`config.mk`:
```
export PLATFORM = sky130hd
export DESIGN_NAME = comparator_control_status
export DESIGN_NICKNAME = d
export VERILOG_FILES = /design/src/logic/comparator_pkg.sv /design/src/logic/comparator_control_status.sv /design/src/logic/comparator_channel.sv /design/src/logic/comparator_events.sv
export VERILOG_INCLUDE_DIRS = /design/src /design/src/logic
export SDC_FILE = /design/constraint.sdc
export NUM_CORES = 1
export LEC_CHECK = 0
export ABC_CLOCK_PERIOD_IN_PS = 4600
export BUFFER_PORTS_ARGS = -buffer_cell sky130_fd_sc_hd__buf_2
export CAP_MARGIN = 20
export CORE_MARGIN = 2
export CORE_UTILIZATION = 50
export CTS_CLUSTER_DIAMETER = 150
export DETAILED_ROUTE_END_ITERATION = 10
export PLACE_DENSITY = 0.72
export SYNTH_ARGS = -nofsm -noshare
export SYNTH_HDL_FRONTEND = slang
export SYNTH_SLANG_ARGS = --single-unit
```
`constraint.sdc`:
```
create_clock -name clk -period 4.6 [get_ports clk]
set_clock_uncertainty 0.2 [all_clocks]
set_input_delay 0.46 -clock clk [delete_from_list [all_inputs] [get_ports clk]]
set_output_delay 0.46 -clock clk [all_outputs]
set_load 0.005 [all_outputs]
```
`src/logic/comparator_defines.svh`:
```
// Register offsets, field positions, reset values and timing counts of the comparator block.
`ifndef COMPARATOR_DEFINES_SVH
`define COMPARATOR_DEFINES_SVH

// ----------------------------------------------------------------------------
// Register offsets
// ----------------------------------------------------------------------------
`define CSR_OFFSET        8'h22
`define EVT_STATUS_OFFSET 8'h23
`define EVT_MASK_OFFSET   8'h24
`define SETTLED_OFFSET    8'h25

// ----------------------------------------------------------------------------
// Reset values
// ----------------------------------------------------------------------------
`define CSR_RESET         8'h00
`define EVT_RESET         3'h0
`define READ_IDLE         8'h00

// ----------------------------------------------------------------------------
// Control/status register field positions
// ----------------------------------------------------------------------------
`define BIT_THIRD_POSITIVE_INPUT_OUT      7
`define BIT_SECOND_NEGATIVE_INPUT_OUT      6
`define BIT_FIRST_NEGATIVE_INPUT_OUT      5
`define BIT_THIRD_POSITIVE_INPUT_IE       4
`define BIT_ZERO          3
`define BIT_THIRD_POSITIVE_INPUT_EN       2
`define BIT_SECOND_NEGATIVE_INPUT_EN       1
`define BIT_FIRST_NEGATIVE_INPUT_EN       0

// ----------------------------------------------------------------------------
// Event, mask and settled register field positions (one per comparator)
// ----------------------------------------------------------------------------
`define EVT_FIRST_NEGATIVE_INPUT          0
`define EVT_SECOND_NEGATIVE_INPUT          1
`define EVT_THIRD_POSITIVE_INPUT          2

// ----------------------------------------------------------------------------
// Timing
// ----------------------------------------------------------------------------
`define ENABLE_SETTLING_TIME_NS 10000
`define CLK_PERIOD_NS           20
`define SETTLE_CYCLES ((`ENABLE_SETTLING_TIME_NS + `CLK_PERIOD_NS - 1) / `CLK_PERIOD_NS)
`define SETTLE_CNT_W            10

`endif

```
`src/logic/comparator_pkg.sv`:
```
// Types shared by the comparator control and status logic.
package comparator_pkg;

  typedef logic [7:0] reg_byte_t;

  typedef logic [2:0] cmp_vec_t;

  typedef enum logic [2:0] {
    SEL_NONE       = 3'b000,
    SEL_CSR        = 3'b001,
    SEL_EVT_STATUS = 3'b010,
    SEL_EVT_MASK   = 3'b011,
    SEL_SETTLED    = 3'b100
  } reg_sel_t;

endpackage

```
`src/logic/comparator_control_status.sv`:
```
// Control and status register block for three analog voltage comparators.
`include "comparator_defines.svh"

module comparator_control_status (
  // Clock and reset
  input  wire logic                       clk,
  input  wire logic                       sys_rst,
  // Register port
  input  wire logic [7:0]                 reg_addr,
  input  wire comparator_pkg::reg_byte_t  reg_wdata,
  input  wire logic                       reg_wr,
  input  wire logic                       reg_rd,
  output comparator_pkg::reg_byte_t       reg_rdata,
  // Analog comparison results
  input  wire logic                       third_above_reference,
  input  wire logic                       shared_above_second_negative,
  input  wire logic                       shared_above_first_negative,
  // Analog power-up controls
  output logic                            comparator_one_power,
  output logic                            comparator_two_power,
  output logic                            comparator_three_power,
  // Interrupts
  output logic                            comparator_three_irq_request,
  output logic                            irq
);

  // --------------------------------------------------------------------------
  // State
  // --------------------------------------------------------------------------

  typedef struct packed {
    logic                      irq_enable;
    comparator_pkg::cmp_vec_t  enables;
    comparator_pkg::reg_byte_t rdata;
    logic                      vector_request;
  } ctrl_state_t;

  ctrl_state_t state_r;
  ctrl_state_t state_nxt;

  // --------------------------------------------------------------------------
  // Address decode
  // --------------------------------------------------------------------------

  // Shared by the read and write paths so both always agree on the map.
  function automatic comparator_pkg::reg_sel_t decode_offset(input logic [7:0] addr);
    comparator_pkg::reg_sel_t sel;
    sel = comparator_pkg::SEL_NONE;
    case (addr)
      `CSR_OFFSET: begin
        sel = comparator_pkg::SEL_CSR;
      end
      `EVT_STATUS_OFFSET: begin
        sel = comparator_pkg::SEL_EVT_STATUS;
      end
      `EVT_MASK_OFFSET: begin
        sel = comparator_pkg::SEL_EVT_MASK;
      end
      `SETTLED_OFFSET: begin
        sel = comparator_pkg::SEL_SETTLED;
      end
      default: begin
        sel = comparator_pkg::SEL_NONE;
      end
    endcase
    return sel;
  endfunction

  // Widens a per-comparator vector into a register byte, upper bits zero.
  function automatic comparator_pkg::reg_byte_t widen(input comparator_pkg::cmp_vec_t v);
    comparator_pkg::reg_byte_t b;
    b = `READ_IDLE;
    b[`EVT_FIRST_NEGATIVE_INPUT] = v[`EVT_FIRST_NEGATIVE_INPUT];
    b[`EVT_SECOND_NEGATIVE_INPUT] = v[`EVT_SECOND_NEGATIVE_INPUT];
    b[`EVT_THIRD_POSITIVE_INPUT] = v[`EVT_THIRD_POSITIVE_INPUT];
    return b;
  endfunction

  comparator_pkg::reg_sel_t wr_sel;
  comparator_pkg::reg_sel_t rd_sel;
  logic                     csr_wr;
  logic                     evt_status_wr;
  logic                     evt_mask_wr;

  assign wr_sel        = reg_wr ? decode_offset(reg_addr) : comparator_pkg::SEL_NONE;
  assign rd_sel        = reg_rd ? decode_offset(reg_addr) : comparator_pkg::SEL_NONE;
  assign csr_wr        = (wr_sel == comparator_pkg::SEL_CSR);
  assign evt_status_wr = (wr_sel == comparator_pkg::SEL_EVT_STATUS);
  assign evt_mask_wr   = (wr_sel == comparator_pkg::SEL_EVT_MASK);

  // --------------------------------------------------------------------------
  // Comparator channels
  // --------------------------------------------------------------------------

  comparator_pkg::cmp_vec_t cmp_status;
  comparator_pkg::cmp_vec_t cmp_rise;
  comparator_pkg::cmp_vec_t cmp_settled;

  // Comparator one: shared positive input against its own negative input.
  comparator_channel u_cmp_one (
    .clk        (clk),
    .sys_rst    (sys_rst),
    .enable     (state_r.enables[`BIT_FIRST_NEGATIVE_INPUT_EN]),
    .latch_mode (1'b0),
    .above      (shared_above_first_negative),
    .status     (cmp_status[`EVT_FIRST_NEGATIVE_INPUT]),
    .rise       (cmp_rise[`EVT_FIRST_NEGATIVE_INPUT]),
    .settled    (cmp_settled[`EVT_FIRST_NEGATIVE_INPUT])
  );

  // Comparator two: shared positive input against its own negative input.
  comparator_channel u_cmp_two (
    .clk        (clk),
    .sys_rst    (sys_rst),
    .enable     (state_r.enables[`BIT_SECOND_NEGATIVE_INPUT_EN]),
    .latch_mode (1'b0),
    .above      (shared_above_second_negative),
    .status     (cmp_status[`EVT_SECOND_NEGATIVE_INPUT]),
    .rise       (cmp_rise[`EVT_SECOND_NEGATIVE_INPUT]),
    .settled    (cmp_settled[`EVT_SECOND_NEGATIVE_INPUT])
  );

  // Comparator three: its own input against the internal reference.
  // The irq enable selects latched mode from the edge that takes its write,
  // so clearing the irq enable returns the bit to the live comparison and drops the vectored request on the same edge.
  comparator_channel u_cmp_three (
    .clk        (clk),
    .sys_rst    (sys_rst),
    .enable     (state_r.enables[`BIT_THIRD_POSITIVE_INPUT_EN]),
    .latch_mode (state_nxt.irq_enable),
    .above      (third_above_reference),
    .status     (cmp_status[`EVT_THIRD_POSITIVE_INPUT]),
    .rise       (cmp_rise[`EVT_THIRD_POSITIVE_INPUT]),
    .settled    (cmp_settled[`EVT_THIRD_POSITIVE_INPUT])
  );

  // --------------------------------------------------------------------------
  // Event flags and summary interrupt
  // --------------------------------------------------------------------------

  comparator_pkg::cmp_vec_t evt_status;
  comparator_pkg::cmp_vec_t evt_mask;
  logic                     evt_irq;

  comparator_events u_events (
    .clk       (clk),
    .sys_rst   (sys_rst),
    .events    (cmp_rise),
    .status_wr (evt_status_wr),
    .mask_wr   (evt_mask_wr),
    .wdata     (reg_wdata[2:0]),
    .status    (evt_status),
    .mask      (evt_mask),
    .irq       (evt_irq)
  );

  // --------------------------------------------------------------------------
  // Register read image
  // --------------------------------------------------------------------------

  comparator_pkg::reg_byte_t csr_image;

  always_comb begin
    csr_image                 = `CSR_RESET;
    csr_image[`BIT_THIRD_POSITIVE_INPUT_OUT]  = cmp_status[`EVT_THIRD_POSITIVE_INPUT];
    csr_image[`BIT_SECOND_NEGATIVE_INPUT_OUT]  = cmp_status[`EVT_SECOND_NEGATIVE_INPUT];
    csr_image[`BIT_FIRST_NEGATIVE_INPUT_OUT]  = cmp_status[`EVT_FIRST_NEGATIVE_INPUT];
    csr_image[`BIT_THIRD_POSITIVE_INPUT_IE]   = state_r.irq_enable;
    csr_image[`BIT_ZERO]      = 1'b0;
    csr_image[`BIT_THIRD_POSITIVE_INPUT_EN]   = state_r.enables[`BIT_THIRD_POSITIVE_INPUT_EN];
    csr_image[`BIT_SECOND_NEGATIVE_INPUT_EN]   = state_r.enables[`BIT_SECOND_NEGATIVE_INPUT_EN];
    csr_image[`BIT_FIRST_NEGATIVE_INPUT_EN]   = state_r.enables[`BIT_FIRST_NEGATIVE_INPUT_EN];
  end

  // --------------------------------------------------------------------------
  // Next state
  // --------------------------------------------------------------------------

  always_comb begin
    state_nxt = state_r;

    // Status bits and bit 3 are not writable; only control bits take the write.
    if (csr_wr) begin
      state_nxt.irq_enable = reg_wdata[`BIT_THIRD_POSITIVE_INPUT_IE];
      state_nxt.enables    = reg_wdata[`BIT_THIRD_POSITIVE_INPUT_EN:`BIT_FIRST_NEGATIVE_INPUT_EN];
    end

    // Read data stand for exactly one cycle after the strobe; unmapped reads 0.
    case (rd_sel)
      comparator_pkg::SEL_CSR: begin
        state_nxt.rdata = csr_image;
      end
      comparator_pkg::SEL_EVT_STATUS: begin
        state_nxt.rdata = widen(evt_status);
      end
      comparator_pkg::SEL_EVT_MASK: begin
        state_nxt.rdata = widen(evt_mask);
      end
      comparator_pkg::SEL_SETTLED: begin
        // Lets software poll instead of timing the settling delay itself.
        state_nxt.rdata = widen(cmp_settled);
      end
      default: begin
        state_nxt.rdata = `READ_IDLE;
      end
    endcase

    // The vectored request stands while the latched bit is high and enabled.
    state_nxt.vector_request = state_nxt.irq_enable & cmp_status[`EVT_THIRD_POSITIVE_INPUT];
  end

  // --------------------------------------------------------------------------
  // Registers
  // --------------------------------------------------------------------------

  // No wait or stop input gates anything here: the comparators keep running
  // in both modes, and saving power is left to software clearing the enables.
  always_ff @(posedge clk) begin
    if (sys_rst) begin
      state_r.irq_enable     <= 1'b0;
      state_r.enables        <= `EVT_RESET;
      state_r.rdata          <= `READ_IDLE;
      state_r.vector_request <= 1'b0;
    end else begin
      state_r <= state_nxt;
    end
  end

  // --------------------------------------------------------------------------
  // Outputs
  // --------------------------------------------------------------------------

  // Power-up controls only; pin direction stays with the port's own logic,
  // so this block drives no direction or output enable for the shared pins.
  assign comparator_one_power         = state_r.enables[`BIT_FIRST_NEGATIVE_INPUT_EN];
  assign comparator_two_power         = state_r.enables[`BIT_SECOND_NEGATIVE_INPUT_EN];
  assign comparator_three_power       = state_r.enables[`BIT_THIRD_POSITIVE_INPUT_EN];
  assign comparator_three_irq_request = state_r.vector_request;
  assign reg_rdata                    = state_r.rdata;
  assign irq                          = evt_irq;

endmodule

```
`src/logic/comparator_channel.sv`:
```
// One comparator channel: enable gating, optional latching, rise pulse and settling timer.
`include "comparator_defines.svh"

module comparator_channel (
  // Clock and reset
  input  wire logic clk,
  input  wire logic sys_rst,
  // Control
  input  wire logic enable,
  input  wire logic latch_mode,
  // Result of the analog comparison
  input  wire logic above,
  // Status
  output logic      status,
  output logic      rise,
  output logic      settled
);

  typedef struct packed {
    logic                     status;
    logic                     rise;
    logic                     settled;
    logic [`SETTLE_CNT_W-1:0] count;
  } chan_state_t;

  localparam logic [`SETTLE_CNT_W-1:0] SETTLE_LAST = `SETTLE_CNT_W'(`SETTLE_CYCLES - 1);

  chan_state_t state_r;
  chan_state_t state_nxt;
  logic        compare_true;

  always_comb begin
    state_nxt = state_r;
    // A powered-down comparator provides no function, so its comparison never counts as true.
    compare_true = enable & above;
    if (latch_mode) begin
      // Only leaving latched mode while the comparison is false, or reset, drops it.
      state_nxt.status = state_r.status | compare_true;
    end else begin
      state_nxt.status = compare_true;
    end
    state_nxt.rise = state_nxt.status & ~state_r.status;
    if (!enable) begin
      state_nxt.count   = '0;
      state_nxt.settled = 1'b0;
    end else if (!state_r.settled) begin
      if (state_r.count == SETTLE_LAST) begin
        state_nxt.settled = 1'b1;
      end else begin
        state_nxt.count = state_r.count + 1'b1;
      end
    end
  end

  always_ff @(posedge clk) begin
    if (sys_rst) begin
      state_r <= '0;
    end else begin
      state_r <= state_nxt;
    end
  end

  assign status  = state_r.status;
  assign rise    = state_r.rise;
  assign settled = state_r.settled;

endmodule

```
`src/logic/comparator_events.sv`:
```
// Sticky event flags with write-one-to-clear, a mask and one level interrupt.
`include "comparator_defines.svh"

module comparator_events (
  // Clock and reset
  input  wire logic                      clk,
  input  wire logic                      sys_rst,
  // Event pulses
  input  wire comparator_pkg::cmp_vec_t  events,
  // Software access
  input  wire logic                      status_wr,
  input  wire logic                      mask_wr,
  input  wire comparator_pkg::cmp_vec_t  wdata,
  // Results
  output comparator_pkg::cmp_vec_t       status,
  output comparator_pkg::cmp_vec_t       mask,
  output logic                           irq
);

  typedef struct packed {
    comparator_pkg::cmp_vec_t status;
    comparator_pkg::cmp_vec_t mask;
    logic                     irq;
  } evt_state_t;

  evt_state_t state_r;
  evt_state_t state_nxt;

  always_comb begin
    state_nxt = state_r;
    // A new event in the clearing cycle survives: the set is applied last.
    if (status_wr) begin
      state_nxt.status = state_r.status & ~wdata;
    end
    state_nxt.status = state_nxt.status | events;
    if (mask_wr) begin
      state_nxt.mask = wdata;
    end
    state_nxt.irq = |(state_nxt.status & state_nxt.mask);
  end

  always_ff @(posedge clk) begin
    if (sys_rst) begin
      state_r <= '0;
    end else begin
      state_r <= state_nxt;
    end
  end

  assign status = state_r.status;
  assign mask   = state_r.mask;
  assign irq    = state_r.irq;

endmodule

```
== Yosys cells after proc, flatten, opt, wreduce, memory -nomap -nowiden ==
Index checks and enable logic that the tools add are counted.
W data, S select, Z words.
Storage, ports and cells
  bits of input ports: 23
  logic and storage cells: 84
  register bits after elaboration: 59
  output and inout port bits: 13
Cells by class
  $add $sub $neg: 3
  equality and inequality tests: 14
  mux-type cells: 17
  reduce and logical (&&, ||, !) cells: 7
  bitwise operators: 24
Operators by type and width (count)
  $mux W11: 3
  $eq A8 B6 Y1 const B: 4
  $pmux W8 S4: 1
  $add A10 B1 Y10 const B: 3
  $eq A10 B9 Y1 const B: 3
  $mux W10: 3
  $eq A3 B2 Y1 const B: 4
  $mux W3: 4
  $not A1 Y1: 12
  $pmux W3 S4: 1
  $and A1 B1 Y1: 7
  $and A3 B3 Y3: 2
  $eq A3 B1 Y1 const B: 2
  $reduce_and A2 Y1: 3
  $reduce_or A2 Y1: 3
  $mux W1: 4
  $mux W4: 1
  $eq A3 B3 Y1 const B: 1
  $not A3 Y3: 1
  $or A3 B3 Y3: 1
  $reduce_or A3 Y1: 1
  $or A1 B1 Y1: 1

== Depth between registers and ports, before layout ==
  depth after elaboration: 8
  depth in mapped cells: 6
  mapped depth without buffers: 6

== Cells and area by module ==
From an unflattened synthesis, not the netlist that was laid out.
Unflattened totals
  cell total of the unflattened synthesis: 305
  area total of the unflattened synthesis: 2844.0 µm²
By module, submodules not included
  comparator_channel: sequential area each 260.2 µm², cells each 71, area each 640.6 µm², times used 3
  comparator_control_status: sequential area each 240.2 µm², cells each 65, area each 658.1 µm², times used 1
  comparator_events: sequential area each 140.1 µm², cells each 27, area each 264.0 µm², times used 1

== Worst setup path after synthesis ==
OpenSTA, ideal clock, no wires.
  kind: in2reg
  start point: in reg_addr[4]
  end point: reg u_events.state_r, in the netlist u_events.irq
  data required time: 4.278 ns
  stages on the path: 5
  slack: 2.626 ns
  buffers on the path: 0
  arrival time: 1.653 ns
  setup time: 0.122 ns
  cell sequence: nor4b_4 and3_1 nand4_1 a21o_1 a221o_1
Between the ends
  longest elaborated chain between the ends: 8
  elaborated cells between the ends (all ways): 13
  those cells by class: eq/ne (6); mux (4); bitwise (2); reduce/logical (1)
RTL lines
  from (decl): RTL line comparator_control_status.sv:9  | input wire logic [7:0] reg_addr,
  $eq A8 B6 Y1: RTL line comparator_control_status.sv:49  | case (addr)
  $pmux W3 S4 (*): RTL line comparator_control_status.sv:49
  $mux W3 (*): RTL line comparator_control_status.sv:85  | assign wr_sel = reg_wr ? decode_offset(reg_addr) : comparator_pkg::SEL_NONE;
  $eq A3 B2 Y1: RTL line comparator_control_status.sv:88  | assign evt_status_wr = (wr_sel == comparator_pkg::SEL_EVT_STATUS);
  $mux W3: RTL line comparator_events.sv:32  | if (status_wr) begin
  $or A3 B3 Y3: RTL line comparator_events.sv:35  | state_nxt.status = state_nxt.status | events;
  $and A3 B3 Y3 (*): RTL line comparator_events.sv:39  | state_nxt.irq = |(state_nxt.status & state_nxt.mask);
  $reduce_or A3 Y1 (*): RTL line comparator_events.sv:39
  to (signal assigned): RTL line comparator_events.sv:46  | state_r <= state_nxt;
  to (decl): RTL line comparator_events.sv:26  | evt_state_t state_r;
Mark *: on every way between the ends. The rest lies on a longest branch, timed or not.
A chain may end at the register's enable or synchronous reset.

== Final worst setup path ==
  start point: in reg_addr[1]
  end point: reg state_r, in the netlist reg_rdata[6]
Between the ends
  longest elaborated chain between the ends: 5
  elaborated cells between the ends (all ways): 11
  those cells by class: eq/ne (8); mux (3)
RTL lines
  $eq A8 B6 Y1: RTL line comparator_control_status.sv:49
  $pmux W3 S4 (*): RTL line comparator_control_status.sv:49
  $mux W3 (*): RTL line comparator_control_status.sv:86  | assign rd_sel = reg_rd ? decode_offset(reg_addr) : comparator_pkg::SEL_NONE;
  $eq A3 B3 Y1 (tied with other cells): RTL line comparator_control_status.sv:189  | case (rd_sel)
  $pmux W8 S4 (*): RTL line comparator_control_status.sv:189
  to (signal assigned): RTL line comparator_control_status.sv:225  | state_r <= state_nxt;
  to (decl): RTL line comparator_control_status.sv:38  | ctrl_state_t state_r;
Marks and branches as above.

==> out/results.ini <==
[logic_synthesis]
seq_area_frac_synth_pct=49.05
synth_ff_type=dfxtp_1
synth_edf_count=0
synthSimpleGateAreaFrac_pct=26.27
synthArstFlopShare_pct=0
syn_nets=275
ys_warn_count=0
synth_compound_area_share_pct=7.082
synth_area_leaders=dfxtp_1 (49%), xor2_1 (6.7%), nor2_1 (6.5%), mux2i_1 (5.1%), nand4_1 (2.9%)
syn_inst=249
synth_top_family_by_area=simple AND/OR/NAND/NOR gates
synthAdderAreaFrac_pct=1.586
yosys.area_share.xor_xnor_pct=8.510
yosys-top-cells-count=dfxtp_1 (58), nor2_1 (41), xor2_1 (18)
synth-seq-cells=58
synth_most_common_cell=dfxtp_1
avgSynthCellArea_um2=9.507
yosys.area.top_type=dfxtp_1
ys_types=41
synthMuxAreaShare_pct=5.074
synth_top_area_share_pct=49.05
syn-cell-area_um2=2367

[global_routing]
antenna_found_initial=0
grt_max_degree=17
track_usage_pct=18.05
grt_pass1_vias=1610
grt-ovfl-total=0
grt_pass1_wl_um=7189

[routing]
wl_per_cell_um=12.62
via_count=1809
routed_via_density=5.305
routed_wl_um=4302
drc_errors=0
drtAntennaViolNets=0
initialDrtViolationCount=92
drtPass1Iterations=4

[clock_tree]
clk_pin_slew_ns=0.06
clk_latency_ns=0.33
root_buffer=clkbuf_8
hold_buffers=0
cts.repair.resized=0
postCtsSetupBuffers=0
h-tree-depth=3
cts_inserted_buffers=9
cts_sinks=58
cts.path.max_buffers=2
tritoncts=done

[floorplan]
ios=36
start_util_pct=51.14
rows=25
core_um2=4629
die_h_um=72.81
die_w_um=72.81
die_area_um2=5301

[worst_hold_path]
min_path_cells=3
worst_hold_path.endpoint=u_cmp_one.status
min_from=shared_above_first_negative
min_path_type=in2reg

[final_layout]
layout.cells.non_filler=341
num-fill-cells=429
n_antenna_cell=0
syn2layout_area_growth_pct=15.70
final_core_util_pct=59.16
drive_gt1_share_pct=15.33
final_nets=309

[setup_path]
endpoint_kind=register
path_cells=buf_2, nor2b_1, nand3b_1, nor3_1, and2_1
cp_data_required_time_ns=4.67
cp_max_fo=10
timing.rr.start=u_cmp_one.state_r[0]
reg2reg_setup_slack_ns=2.55
cpPeakStageDelay_ns=0.65
cp.arrival_ns=2.20
critical-path-top-delay-family=simple AND/OR/NAND/NOR gates
critPathKind=in2reg
cp.depth=5
r2r-end=u_cmp_one.state_r[2]
cp_slowest_cell=nor3_1
critPathLaunchType=input port
ff2ff_path_depth=6
path_buf_inv=1

[placement]
hpwl_um=2950
dp.cells=326
gp_congestion=0.7934
io_buffers=30

[status]
status=completed

[timing]
rsz0062_at_grt=false
tightest_slew_ns=0.8063
maxSlewHeadroom_pct=45.83
setup_viol=0
timing.fmax_ghz=0.4680
period_share_pct=46.45
maxSlewViolCount=0
finalCriticalPeriod_ns=2.137
finalHoldViolCount=0
fin_tns_setup_ns=0

[power_and_ir_drop]
ir_drop_uv=223.4
power_density_nw_per_um2=357.0
p_leak_nw=1.137

[flow_run]
maxCapViolCount=0

[worst reg2reg max path, cell delays in order, from the launching register on]
cell     delay (ns)
dfxtp_1        0.41
ha_1           0.25
or4b_1         0.45
o31a_1         0.32
nand2_1        0.10
xor2_1         0.14
nor2_1         0.05
[how the worst max path moves through the flow]
stage | end | slack [ns] | from
2_1_floorplan | u_events.irq | 2.63 | reg_addr[4]
3_3_place_gp | u_cmp_three.status | 2.19 | reg_addr[1]
3_5_place_dp | u_cmp_three.status | 2.19 | reg_addr[1]
4_1_cts | reg_rdata[6] | 2.52 | reg_addr[1]
5_1_grt | reg_rdata[6] | 2.38 | reg_addr[1]
6_report | reg_rdata[6] | 2.46 | reg_addr[1]
[final cells by class]
| type | instances | area (um2) | share of cell area (%) |
|---|---|---|---|
| flip-flops and latches | 58 | 1161 | 42.39 |
| multi-input cells | 178 | 1152 | 42.07 |
| repair buffers | 30 | 150.1 | 5.482 |
| clock buffers | 12 | 145.1 | 5.299 |
| well taps | 54 | 67.56 | 2.467 |
| clock inverters | 3 | 40.04 | 1.462 |
| inverters | 6 | 22.52 | 0.8223 |
[sequential cells by signal (all words and copies together) (netlist names)]
signal                        flops
u_cmp_one.state_r                10
u_cmp_three.state_r              10
u_cmp_two.state_r                10
reg_rdata                         7
u_events.mask                     3
u_events.status                   3
comparator_one_power              1
comparator_three_irq_request      1
comparator_three_power            1
comparator_two_power              1
csr_image                         1
u_cmp_one.rise                    1
u_cmp_one.settled                 1
u_cmp_one.status                  1
u_cmp_three.rise                  1
u_cmp_three.settled               1
u_cmp_three.status                1
u_cmp_two.rise                    1
u_cmp_two.settled                 1
u_cmp_two.status                  1
u_events.irq                      1
[power by group]
part	leakage (nW)	switching [W]	internal [W]
clock network	0.0962	0.000192	0.000260
registers	0.467	0.0000000947	0.000502
logic	0.574	0.0000138	0.00000965
total	1.14	0.000205	0.000772
[through the flow]
step                      total power (W)  hold slack [ns]  area, um2  setup slack, ns
after floorplan                 0.0005239           0.1908       2367            2.626
after global placement          0.0005367           0.1983       2554            2.195
after detailed placement        0.0005369           0.2062       2554            2.192
after CTS                       0.0009864           0.1501       2739            2.522
after global routing             0.001012           0.1595       2739            2.381
final                           0.0009779           0.1608       2739            2.463
[layer usage]
layer / global-route usage [%] / vias up / share of wire [%]
met5: 0 / - / 0
met2: 26.57 / 43 / 44
met3: 7.320 / 9 / 5.3
met1: 22.45 / 822 / 48
li1: - / 935 / -
met4: 9.877 / 0 / 2.8
[cells in the final DEF (no fill, tap or decap), types with 2 or more instances in the layout]
master,instances
and2_1,8
clkbuf_8,10
dfxtp_1,58
clkinv_2,2
clkbuf_1,2
inv_1,6
xor2_1,18
or3_1,5
nand3_1,8
nor2_1,41
nor2b_1,8
nand2_1,10
o22ai_1,2
a31oi_1,2
mux2i_1,12
a22oi_1,3
nand2b_1,3
a21oi_1,6
nor4b_1,3
and3b_1,2
a21o_1,2
ha_1,3
nor3b_1,2
and4_1,4
nor3_1,4
nand4_1,11
buf_2,30
o21ai_0,4
xnor2_1,5
[cell families after synthesis]
group                    after synthesis
flip-flops                            58
buffers and inverters                 13
AND/OR/NAND/NOR                      114
other                                  1
AO/OA/AOI/OAI                         25
XOR/XNOR                              23
multiplexers                          12
adder cells (fa/ha/maj)                3
No activity file was read; power rests on OpenSTA's default activity.
